$ cat src/pkg/stc_pkg.sv
// Purpose: Constants and types for the sine test tone configuration block
// Assumes: 13-bit serial port addresses, 8-bit register data
// Notes:   Field positions follow the register layout
package stc_pkg;

  // ----------------------------------------------------------------
  // Register map
  // ----------------------------------------------------------------
  localparam int unsigned ADDR_W = 13;
  localparam logic [12:0] SINE_TONE_AMPLITUDE_ADDR  = 13'h118;
  localparam logic [12:0] SINE_TONE_DC_OFFSET_ADDR  = 13'h119;
  localparam logic [12:0] TEST_CHANNEL_ENABLES_ADDR = 13'h11A;

  localparam logic [3:0] AMP_RESET  = 4'h0;
  localparam logic [4:0] MULT_RESET = 5'h00;
  localparam logic [2:0] EXP_RESET  = 3'h0;
  localparam logic [7:0] EN_RESET   = 8'h00;

  // Field positions
  localparam int unsigned AMP_LSB  = 0;
  localparam int unsigned EXP_LSB  = 0;
  localparam int unsigned MULT_LSB = 3;

  // Offset scale: full scale times multiplier times 2^-(13 - exponent)
  localparam int unsigned OFS_FRAC_BITS = 13;

  // Serial frame: read flag, two length bits, address, then one data byte
  localparam int unsigned INSTR_BITS = 16;
  localparam int unsigned DATA_BITS  = 8;
  localparam int unsigned RW_BIT     = 15;

  localparam int unsigned NUM_CH = 8;

  typedef struct packed {
    logic [3:0]        amp;
    logic signed [4:0] mult;
    logic [2:0]        expo;
    logic [7:0]        ch_en;
  } stc_cfg_t;

  typedef enum logic [3:0] {
    ST_IDLE  = 4'h1,
    ST_INSTR = 4'h2,
    ST_DATA  = 4'h4,
    ST_DONE  = 4'h8
  } stc_state_t;

endpackage

$ cat src/stc_top.sv
// Purpose: Sine test tone settings, serial configuration port, channel mux
// Assumes: Serial clock at most one eighth of the system clock
// Notes:   Test samples are scaled, offset and saturated; one cycle latency
//
// Overview of operation
// - Tone amplitude is full scale divided by two to the amplitude code.
// - Offset multiplier is a 5-bit two's complement value, +15 down to -16.
// - Offset exponent is a 3-bit unsigned value, default zero.
// - Offset equals full scale times multiplier times 2^-(13-exponent).
// - Eight channel enable bits, bit 0 first channel, one selects test.
`timescale 1ns/1ps
module stc_top #(
  parameter int unsigned DW = 16
) (
  input  wire logic                            clock,
  input  wire logic                            rst,
  input  wire logic                            spi_clk_pin,
  input  wire logic                            spi_cs_n_pin,
  input  wire logic                            spi_dio_in,
  output logic                                 spi_dio_out,
  output logic                                 spi_dio_oe,
  input  wire logic signed [DW-1:0]            tone_in,
  input  wire logic [stc_pkg::NUM_CH-1:0][DW-1:0] adc_in,
  output logic [stc_pkg::NUM_CH-1:0][DW-1:0]   ch_out,
  output stc_pkg::stc_cfg_t                    cfg_out
);
  import stc_pkg::*;

  localparam int OFS_BASE = int'(DW) - 1 - int'(OFS_FRAC_BITS);

  // ----------------------------------------------------------------
  // Pin synchronisers
  // ----------------------------------------------------------------
  logic [2:0] sck_sync_reg, sck_sync_next;
  logic [2:0] cs_sync_reg,  cs_sync_next;
  logic [2:0] dio_sync_reg, dio_sync_next;
  logic       sck_lvl_reg,  sck_lvl_next;
  logic       cs_lvl_reg,   cs_lvl_next;
  logic       sck_rise, sck_fall;

  always_comb begin
    sck_sync_next = {sck_sync_reg[1:0], spi_clk_pin};
    cs_sync_next  = {cs_sync_reg[1:0], spi_cs_n_pin};
    dio_sync_next = {dio_sync_reg[1:0], spi_dio_in};
    sck_lvl_next  = sck_lvl_reg;
    cs_lvl_next   = cs_lvl_reg;
    if (sck_sync_reg[1] == sck_sync_reg[2]) begin
      sck_lvl_next = sck_sync_reg[2];
    end
    if (cs_sync_reg[1] == cs_sync_reg[2]) begin
      cs_lvl_next = cs_sync_reg[2];
    end
    sck_rise = sck_lvl_next & ~sck_lvl_reg;
    sck_fall = ~sck_lvl_next & sck_lvl_reg;
  end

  always_ff @(posedge clock) begin
    if (rst) begin
      sck_sync_reg <= 3'h0;
      cs_sync_reg  <= 3'h7;
      dio_sync_reg <= 3'h0;
      sck_lvl_reg  <= 1'b0;
      cs_lvl_reg   <= 1'b1;
    end else begin
      sck_sync_reg <= sck_sync_next;
      cs_sync_reg  <= cs_sync_next;
      dio_sync_reg <= dio_sync_next;
      sck_lvl_reg  <= sck_lvl_next;
      cs_lvl_reg   <= cs_lvl_next;
    end
  end

  // ----------------------------------------------------------------
  // Serial port and registers
  // ----------------------------------------------------------------
  stc_state_t        st_reg,   st_next;
  logic [15:0]       sh_reg,   sh_next;
  logic [7:0]        rd_reg,   rd_next;
  logic [4:0]        cnt_reg,  cnt_next;
  logic              rw_reg,   rw_next;
  logic [12:0]       addr_reg, addr_next;
  logic              dout_reg, dout_next;
  logic              oe_reg,   oe_next;
  logic [3:0]        amp_reg,  amp_next;
  logic signed [4:0] mult_reg, mult_next;
  logic [2:0]        exp_reg,  exp_next;
  logic [7:0]        en_reg,   en_next;
  logic [15:0]       instr_w;
  logic [7:0]        rdata;
  logic [7:0]        wdata;

  always_comb begin
    st_next   = st_reg;
    sh_next   = sh_reg;
    rd_next   = rd_reg;
    cnt_next  = cnt_reg;
    rw_next   = rw_reg;
    addr_next = addr_reg;
    dout_next = dout_reg;
    oe_next   = oe_reg;
    amp_next  = amp_reg;
    mult_next = mult_reg;
    exp_next  = exp_reg;
    en_next   = en_reg;
    instr_w   = {sh_reg[14:0], dio_sync_reg[2]};
    wdata     = instr_w[7:0];
    rdata     = 8'h00;
    case (instr_w[12:0])
      SINE_TONE_AMPLITUDE_ADDR:  rdata = {4'h0, amp_reg};
      SINE_TONE_DC_OFFSET_ADDR:  rdata = {mult_reg, exp_reg};
      TEST_CHANNEL_ENABLES_ADDR: rdata = en_reg;
      default:                   rdata = 8'h00;
    endcase
    case (st_reg)
      ST_IDLE: begin
        cnt_next = 5'h00;
        oe_next  = 1'b0;
        if (!cs_lvl_reg) begin
          st_next = ST_INSTR;
        end
      end
      ST_INSTR: begin
        if (sck_rise) begin
          sh_next  = instr_w;
          cnt_next = cnt_reg + 5'h01;
          if (cnt_reg == 5'(INSTR_BITS - 1)) begin
            rw_next   = instr_w[RW_BIT];
            addr_next = instr_w[12:0];
            rd_next   = rdata;
            cnt_next  = 5'h00;
            st_next   = ST_DATA;
          end
        end
      end
      ST_DATA: begin
        if (sck_fall && rw_reg) begin
          dout_next = rd_reg[7];
          oe_next   = 1'b1;
          rd_next   = {rd_reg[6:0], 1'b0};
        end
        if (sck_rise) begin
          sh_next  = instr_w;
          cnt_next = cnt_reg + 5'h01;
          if (cnt_reg == 5'(DATA_BITS - 1)) begin
            st_next = ST_DONE;
            if (!rw_reg) begin
              case (addr_reg)
                SINE_TONE_AMPLITUDE_ADDR: begin
                  amp_next = wdata[AMP_LSB +: 4];
                end
                SINE_TONE_DC_OFFSET_ADDR: begin
                  mult_next = signed'(wdata[MULT_LSB +: 5]);
                  exp_next  = wdata[EXP_LSB +: 3];
                end
                TEST_CHANNEL_ENABLES_ADDR: begin
                  en_next = wdata;
                end
                default: begin
                end
              endcase
            end
          end
        end
      end
      ST_DONE: begin
      end
      default: st_next = ST_IDLE;
    endcase
    if (cs_lvl_reg) begin
      st_next = ST_IDLE;
      oe_next = 1'b0;
    end
  end

  always_ff @(posedge clock) begin
    if (rst) begin
      st_reg   <= ST_IDLE;
      sh_reg   <= 16'h0000;
      rd_reg   <= 8'h00;
      cnt_reg  <= 5'h00;
      rw_reg   <= 1'b0;
      addr_reg <= 13'h0000;
      dout_reg <= 1'b0;
      oe_reg   <= 1'b0;
      amp_reg  <= AMP_RESET;
      mult_reg <= MULT_RESET;
      exp_reg  <= EXP_RESET;
      en_reg   <= EN_RESET;
    end else begin
      st_reg   <= st_next;
      sh_reg   <= sh_next;
      rd_reg   <= rd_next;
      cnt_reg  <= cnt_next;
      rw_reg   <= rw_next;
      addr_reg <= addr_next;
      dout_reg <= dout_next;
      oe_reg   <= oe_next;
      amp_reg  <= amp_next;
      mult_reg <= mult_next;
      exp_reg  <= exp_next;
      en_reg   <= en_next;
    end
  end

  assign spi_dio_out = dout_reg;
  assign spi_dio_oe  = oe_reg;
  assign cfg_out     = '{amp: amp_reg, mult: mult_reg, expo: exp_reg,
                         ch_en: en_reg};

  // ----------------------------------------------------------------
  // Test sample and channel select
  // ----------------------------------------------------------------
  logic signed [DW:0]          tone_scaled;
  logic signed [DW:0]          ofs_val;
  logic signed [DW:0]          sum_val;
  logic [DW-1:0]               test_val;
  logic [NUM_CH-1:0][DW-1:0]   ch_next;
  logic [NUM_CH-1:0][DW-1:0]   ch_reg;

  always_comb begin
    tone_scaled = (DW+1)'(tone_in) >>> amp_reg;
    ofs_val     = (DW+1)'(mult_reg) <<< (int'(exp_reg) + OFS_BASE);
    sum_val     = tone_scaled + ofs_val;
    if (sum_val[DW] != sum_val[DW-1]) begin
      test_val = {sum_val[DW], {(DW-1){~sum_val[DW]}}};
    end else begin
      test_val = sum_val[DW-1:0];
    end
    for (int i = 0; i < NUM_CH; i++) begin
      ch_next[i] = en_reg[i] ? test_val : adc_in[i];
    end
  end

  always_ff @(posedge clock) begin
    if (rst) begin
      ch_reg <= '0;
    end else begin
      ch_reg <= ch_next;
    end
  end

  assign ch_out = ch_reg;
endmodule

$ cat config.mk
export PLATFORM = sky130hd
export DESIGN_NAME = stc_top
export DESIGN_NICKNAME = d
export VERILOG_FILES = /design/src/pkg/stc_pkg.sv /design/src/stc_top.sv
export SDC_FILE = /design/constraint.sdc
export NUM_CORES = 1
export LEC_CHECK = 0
export BUFFER_PORTS_ARGS = -buffer_cell sky130_fd_sc_hd__buf_4
export CAP_MARGIN = 20
export CORE_MARGIN = 1
export CORE_UTILIZATION = 48
export DETAILED_ROUTE_END_ITERATION = 7
export GPL_ROUTABILITY_DRIVEN = 0
export PLACE_DENSITY = 0.75
export SLEW_MARGIN = 20
export SYNTH_ARGS = -nofsm -noshare
export SYNTH_HDL_FRONTEND = slang
export SYNTH_SLANG_ARGS = --single-unit
$ cat constraint.sdc
create_clock -name clock -period 5.4 [get_ports clock]
set_input_delay 1.62 -clock clock [delete_from_list [all_inputs] [get_ports clock]]
set_output_delay 1.62 -clock clock [all_outputs]
set_load 0.01 [all_outputs]
## Yosys cells after proc, flatten, opt, wreduce, memory -nomap -nowiden

Cells that the tools add are included.
W data, S select, Z words.

- Multiplexer cells: 26
- Reduce and logical (&&, ||, !) cells: 16
- Add/subtract/negate cells: 3
- Equality and inequality tests: 20
- Shift operators: 2
- Bitwise gates (word level): 7

Operators by type and width:

| operator | count |
|---|---|
| $mux W16 | 9 |
| $eq A13 B9 Y1 const B | 6 |
| $mux W8 | 3 |
| $pmux W8 S3 | 1 |
| $reduce_and A5 Y1 | 4 |
| $add A17 B17 Y17 | 1 |
| $sshl A5 B4 Y17 | 1 |
| $sshr A16 B4 Y17 | 1 |
| $mux W4 | 4 |
| $pmux W4 S4 | 1 |
| $pmux W8 S2 | 1 |
| $mux W5 | 3 |
| $pmux W5 S3 | 1 |
| $ne A2 B2 Y1 const B | 5 |
| $reduce_and A2 Y1 | 3 |
| $reduce_and A3 Y1 | 2 |
| $add A5 B1 Y5 const B | 1 |
| $eq A5 B3 Y1 const B | 1 |
| $eq A5 B4 Y1 const B | 1 |
| $not A1 Y1 | 5 |
| $add A3 B2 Y4 const B | 1 |
| $eq A4 B1 Y1 const B | 1 |
| $eq A4 B2 Y1 const B | 1 |
| $eq A4 B3 Y1 const B | 1 |
| other kinds (11) | 16 |

- Register bits: 207

## Logic depth before layout (Yosys ltp)

Gate-level depths: netlist of the first run.

- Depth after elaboration: 7
- Gate-level depth with buffers: 18
- Mapped depth without buffers: 16

## Worst setup path before layout of the first run

No wires, ideal clock.

- Path type: input to register
- Start point: input tone_in[15]
- End point: register ch_reg (netlist bit ch_out[19])
- Required time: 5.252 ns
- Setup slack: 0.466 ns
- Data arrival time: 4.786 ns
- Cell stages on the path: 14
- Cell sequence: clkbuf_1 > mux4_2 > mux2_2 > nor2_1 > nor2_1 > ha_1 > nand2_1 > o21ai_0 > a211oi_1 > a21oi_1 > nor3_1 > buf_2 > maj3_1 > a211oi_1

- Cells in the longest elaborated chain, start to end: 5
- Elaborated cells between the ends (all ways): 6
- Classes of those cells: add/sub: 1; eq/ne: 1; shift: 1; mux: 2; bitwise: 1

RTL lines:

| what | RTL line | source |
|---|---|---|
| start: declaration | stc_top.sv:22 | `input wire logic signed [DW-1:0] tone_in,` |
| $sshr A16 B4 Y17 (*) | stc_top.sv:221 | `tone_scaled = (DW+1)'(tone_in) >>> amp_reg;` |
| $add A17 B17 Y17 (*) | stc_top.sv:223 | `sum_val = tone_scaled + ofs_val;` |
| $ne A1 B1 Y1 / $not A1 Y1 (equally long branches) | stc_top.sv:224, stc_top.sv:225 |  |
| $mux W16 (*) | stc_top.sv:224 | `if (sum_val[DW] != sum_val[DW-1]) begin` |
| $mux W16 (*) | stc_top.sv:230 | `ch_next[i] = en_reg[i] ? test_val : adc_in[i];` |
| end signal: assignment | stc_top.sv:238 | `ch_reg <= ch_next;` |
| end: declaration | stc_top.sv:218 | `logic [NUM_CH-1:0][DW-1:0] ch_reg;` |

Mark *: on every way between the ends. The rest lies on a longest branch, timed or not.
A chain may end at the register's enable or synchronous reset.

## Worst setup path after layout of the first run

- Start point: input tone_in[15]
- End point: register ch_reg (netlist bit ch_out[35])

The elaborated chain is that of the path after synthesis.

==> results of run 1 <==
## what timing repair did
action                                 CTS  global route
gates resized for setup                  0             2
endpoints found under the hold margin    0             0
setup endpoints to repair                0            46
hold buffers                             0             0
## routing by layer
metal / up-vias / track usage, %
met5: - / 0
met1: 4329 / 37.8
met3: 56 / 3.94
li1: 4477 / -
met2: 331 / 49.7
met4: 0 / 10.8
## per-stage QoR
stage / setup WS (ps) / total power, mW / TNS [ps]
floorplan: 466 / 1.84 / 0
global placement: -137 / 2.09 / -6610
detailed placement: -270 / 2.09 / -14630
CTS: 254 / 3.53 / 0
global route: 12.8 / 3.62 / 0
finish: 239 / 3.51 / 0
## how the worst max path moves through the flow
| stage | cells after the start | from | end |
|---|---|---|---|
| 3_5_place_dp | 16 | tone_in[15] | ch_out[20] |
| 6_report | 16 | tone_in[15] | ch_out[35] |
| 3_3_place_gp | 16 | tone_in[15] | ch_out[67] |
| 2_1_floorplan | 14 | tone_in[15] | ch_out[19] |
| 5_1_grt | 18 | tone_in[10] | ch_out[67] |
| 4_1_cts | 12 | tone_in[14] | ch_out[36] |
## area by class of cell
type	count	area (sq um)
fill	1744	7050
multi-input combinational	793	5560
sequential	207	4140
timing repair buffer	345	2600
clock buffer	33	642
tap	270	338
clock inverter	5	53.8
inverter	13	48.8
## synthesized netlist by cell type (3+ instances only)
library cell,number,area [sq um]
a22oi_1,4,30.0
mux2_2,9,101
mux4_2,6,135
xnor2_1,7,61.3
inv_1,12,45.0
clkbuf_1,72,270
dfxtp_1,207,4140
nor3b_1,12,90.1
nand3_1,16,80.1
nor2b_1,31,194
maj3_4,10,138
o21ai_0,29,145
a21oi_1,41,205
a211oi_2,80,1000
a211oi_1,38,285
xor2_1,6,52.6
nor4b_1,4,35.0
o211ai_1,9,67.6
nand4_1,3,18.8
a31oi_1,16,100
ha_1,20,250
nor3_1,12,60.1
o21bai_1,3,22.5
a311oi_1,8,70.1
nand2_1,57,214
o21a_1,3,22.5
nand2b_1,10,62.6
o22ai_1,3,18.8
nor2_1,226,848
buf_2,5,25.0
o311ai_0,3,26.3
buf_1,11,41.3
mux2i_1,70,701
or2_2,10,62.6
a221oi_1,4,35.0
a21o_1,8,60.1
## critical path: cells and delay by family
family                     cells  cell delay [ps]
adders and majority gates      3             1010
muxes                          2              810
and+or+nand+nor                3              290
buffers and inverters          3              310
AOI/OAI and AO/OA              5             1480
## cells by family after synthesis
| family | share of synthesized area, % |
|---|---|
| flops | 41.1 |
| fa+ha+maj | 4.24 |
| mux | 9.52 |
| simple gates | 18.0 |
| buf+inv | 3.93 |
| xor+xnor | 1.40 |
| compound gates | 21.8 |
## power breakdown
| group | internal, mW | total [mW] | switching [mW] |
|---|---|---|---|
| Sequential | 1.58 | 1.60 | 0.0208 |
| Clock | 0.827 | 1.45 | 0.623 |
| Combinational | 0.218 | 0.462 | 0.244 |
| Total | 2.63 | 3.51 | 0.887 |
==> summary.txt, run 1 <==
Status = completed
N_diodes = 0
Synth Flop Type = dfxtp_1
Largest fanout on the critical path = 12
Number of CTS-inserted buffers = 22
Final setup vio count = 0
LEAKAGE = 5.72 nW
R2R Path End = ch_out[35]
Die area = 21600 sq um
Met1 Wirelength = 13.6 mm
DP HPWL = 23.9 mm
Input/output buffers = 298
Yosys cell types = 65
Sink Count = 207
CP Launch Type = primary input
Post-Syn Area = 10100 sq um
Clk_lat worst skew = 520 ps
Max clock buf depth = 3
Most frequent cells in the layout = buf_4, nor2_1, dfxtp_1
Mapped Cells = 1102
# rows = 52
Vias per cell = 5.52
CP max-delay cell = maj3_1
Hold Path Sink = cs_sync_reg[1]
Clock root buffer = clkbuf_16
Critical Path, Cell by Cell = buf_4 -> mux4_2 -> mux2_2 -> nor2_1 -> nor2_1 -> ha_1 -> buf_4 -> inv_1 -> fa_1 -> nand2b_1 -> a21oi_1 -> o21ai_0 -> a32oi_1 -> o21ai_2 -> maj3_1 -> a211oi_1
Starting Density = 49.4%
Mapped Avg Cell Area = 9.15 sq um
Register-to-register setup slack = 550 ps
Slew HR = 27.2%
Uppermost layer routed = met4
Vias in the first global route = 8640
Hold WS = 425 ps
CTS tree = built
Crit path DAT = 5520 ps
Hold Path Stages = 1
Commonest non-fill, non-tap cell in the layout = buf_4
Global-route wire length before repair = 48.8 mm
Global route overflow = 0
All-Layer GR Usage = 29.2%
RSZ-0062 raised after global routing = false
Layout cells sized above 1 = 36.0%
Die W = 147 um
DR iter-0 viols = 770
Postcts setup bufs = 0
Clock edge transition at the registers on the reported setup and hold paths = 60 ps
# nets final = 1552
Max VDD drop = 0.201 mV
Register area share after synthesis = 41.1%
Worst min path class = flop to flop
Final period utilization = 95.6%
Wire length per cell = 19.6 um
Hold_sp = cs_sync_reg[0]
CP Capture Type = flop
Drt drc = 0
Number of flip-flops in the largest register = 128
H-tree depth = 1
Mapped Nets = 1272
Layout area overhead = 32.7%
Post-layout util = 65.5%
EDFF count, synth = 0
Max-slew violations = 0
Min Clock Period, post-route = 5160 ps
Critical Path RT = 5760 ps
Fmax = 0.194 GHz
Drt first pass iters = 5
Crit path kind = primary input to flop
Detailed Route WL = 32.6 mm
Pwr/cell area = 263 nW/um^2
Clock Skew = 29.3 ps
Core Box Area = 20400 sq um
FF-to-FF path depth = 17
# placed instances = 1628
Worst r2r src = amp_reg[1]
Worst slew pin tran = 1090 ps
Max Cap Viol = 0
Final Hold Fails = 0
Slowest stage delay, CP = 610 ps
Antenna violations before repair = 0
Met3 wire len = 2.08 mm
Post-route insts no fill = 1666
Synth Warn # = 0
Vias = 9193
Placed Instance Area = 12700 sq um
Synthesized flop and latch total = 207
Final instance area = 13400 sq um
Routed Antenna Nets = 0
Height of the chip = 147 um
I/O pin count = 299
Async SR Flop Fraction = 0%
Largest net degree at the start of global routing = 132
Met2 Routed Length = 15.8 mm
(Power assumes the default switching activity.)
==> inputs of run 2 (changes only) <==
--- a/config.mk
+++ b/config.mk
@@ -7,7 +7,7 @@
 export LEC_CHECK = 0
 export BUFFER_PORTS_ARGS = -buffer_cell sky130_fd_sc_hd__buf_4
 export CAP_MARGIN = 20
-export CORE_MARGIN = 1
+export CORE_MARGIN = 5
 export CORE_UTILIZATION = 48
 export DETAILED_ROUTE_END_ITERATION = 7
 export GPL_ROUTABILITY_DRIVEN = 0
==> run 2 against run 1 <==
Effect of this change:
- maximum frequency increased by 0.72%
- clock skew decreased by 15 ps
- cell count decreased by 0.66%
- largest cell class unchanged
- highest routed layer unchanged
==> summary.txt, run 2 (synthesis gave the netlist of run 1 again) <==
Status = completed
Max clock buf depth = 3
Clock share of power = 41.4%
Final setup vio count = 0
RSZ-0062 raised after global routing = false
Max-slew violations = 0
# nets final = 1533
Critical Path, Cell by Cell = buf_4 -> mux2_2 -> nor2_1 -> a21oi_1 -> mux2_2 -> nor2_1 -> nor2_1 -> ha_1 -> inv_1 -> fa_1 -> nand2b_1 -> a21oi_1 -> o21ai_0 -> buf_4 -> o211a_4 -> o21ai_2 -> maj3_1 -> a211oi_1
Wire length per cell = 20.5 um
Most frequent cells in the layout = buf_4, nor2_1, dfxtp_1
Die area = 24000 sq um
Largest net degree at the start of global routing = 137
Layout cells sized above 1 = 35.0%
Worst min path class = flop to flop
CTS tree = built
Antenna violations before repair = 2
H-tree depth = 1
CP max-delay cell = maj3_1
DP HPWL = 25.0 mm
Core Box Area = 20800 sq um
Postcts setup bufs = 0
Crit path DAT = 5480 ps
Psw = 879 uW
Clock edge transition at the registers on the reported setup and hold paths = 60 ps
Vias per cell = 5.62
Vias = 9301
Number of flip-flops in the largest register = 128
CP Launch Type = primary input
Fmax = 0.195 GHz
Starting Density = 48.4%
Clock Skew = 14.4 ps
Layout area overhead = 31.4%
Largest fanout on the critical path = 12
Flop pwr share = 45.6%
Post-CTS Resized = 0
Hold-fix buffers, CTS = 0
CP Capture Type = flop
Clock root buffer = clkbuf_16
Slowest stage delay, CP = 580 ps
Vias in the first global route = 8697
Input/output buffers = 298
Worst slew pin tran = 965 ps
Pwr/cell area = 266 nW/um^2
Final Hold Fails = 0
Detailed Route WL = 34.0 mm
Hold WS = 425 ps
LEAKAGE = 5.61 nW
P_int = 2.64 mW
DR iter-0 viols = 704
Height of the chip = 155 um
Total power draw = 3.52 mW
Crit path kind = primary input to flop
Min Clock Period, post-route = 5120 ps
Critical Path RT = 5760 ps
Drt first pass iters = 5
Commonest non-fill, non-tap cell in the layout = buf_4
# rows = 53
Combinational share of power = 13.0%
I/O pin count = 299
All-Layer GR Usage = 26.8%
Die W = 155 um
Routed Antenna Nets = 0
Sink Count = 207
Most used cell, CP = nor2_1
Global-route wire length before repair = 50.7 mm
Number of CTS-inserted buffers = 22
Max Cap Viol = 0
Sw Share = 25.0%
Drt drc = 0
Clk_lat worst skew = 510 ps
Slew HR = 35.5%
Max VDD drop = 0.212 mV
Global route overflow = 0
Final period utilization = 94.9%
==> run 2: per-layer routing <==
| metal | vias up | global-route usage (%) | routed length (um) |
|---|---|---|---|
| met5 | - | 0 | 0 |
| met4 | 0 | 9.00 | 1240 |
| met3 | 63 | 4.67 | 2810 |
| met2 | 395 | 46.3 | 16500 |
| met1 | 4393 | 33.9 | 13400 |
| li1 | 4450 | - | - |
==> run 2: worst paths after layout <==
kind / start / end / slack, ps / cells after the start
worst max-delay path: tone_in[10] / ch_out[68] / 280 / 18
worst min-delay path: cs_sync_reg[0] / cs_sync_reg[1] / 420 / 1
worst max register to register: amp_reg[1] / ch_out[68] / 430 / 17
worst min register to register: cs_sync_reg[0] / cs_sync_reg[1] / 420 / 1
==> run 2: area by class of cell <==
| type | count | area (sq um) |
|---|---|---|
| fill | 1763 | 7570 |
| multi-input combinational | 793 | 5570 |
| sequential | 207 | 4150 |
| timing repair buffer | 326 | 2450 |
| clock buffer | 34 | 626 |
| tap | 275 | 344 |
| clock inverter | 4 | 61.3 |
| inverter | 13 | 48.8 |
| antenna | 3 | 7.51 |
==> run 2: power groups by stage <==
| stage | combinational, mW | sequential (mW) | clock, mW |
|---|---|---|---|
| 6_report | 0.457 | 1.61 | 1.46 |
| 5_1_grt | 0.486 | 1.61 | 1.54 |
| 4_1_cts | 0.457 | 1.61 | 1.48 |
| 3_5_place_dp | 0.453 | 1.64 | 0 |
| 3_3_place_gp | 0.448 | 1.64 | 0 |
| 2_1_floorplan | 0.184 | 1.66 | 0 |
==> run 2: critical path: cells and delay by family <==
| family | cells | cell delay [ps] |
|---|---|---|
| buf+inv | 3 | 330 |
| simple gates | 4 | 420 |
| fa+ha+maj | 3 | 1170 |
| compound gates | 6 | 1560 |
| mux | 2 | 370 |
==> run 2: metrics by stage <==
stage / util, % / setup TNS, ps / setup slack [ps] / instances / area, sq um
2_1_floorplan: - / 0 / 466 / 1102 / 10100
3_3_place_gp: 60.3 / -10210 / -210 / 1614 / 12600
3_5_place_dp: 60.3 / -18560 / -304 / 1614 / 12600
4_1_cts: 63.6 / 0 / 215 / 1652 / 13200
5_1_grt: 63.6 / 0 / 69.3 / 1654 / 13300
6_report: 63.7 / 0 / 276 / 1655 / 13300
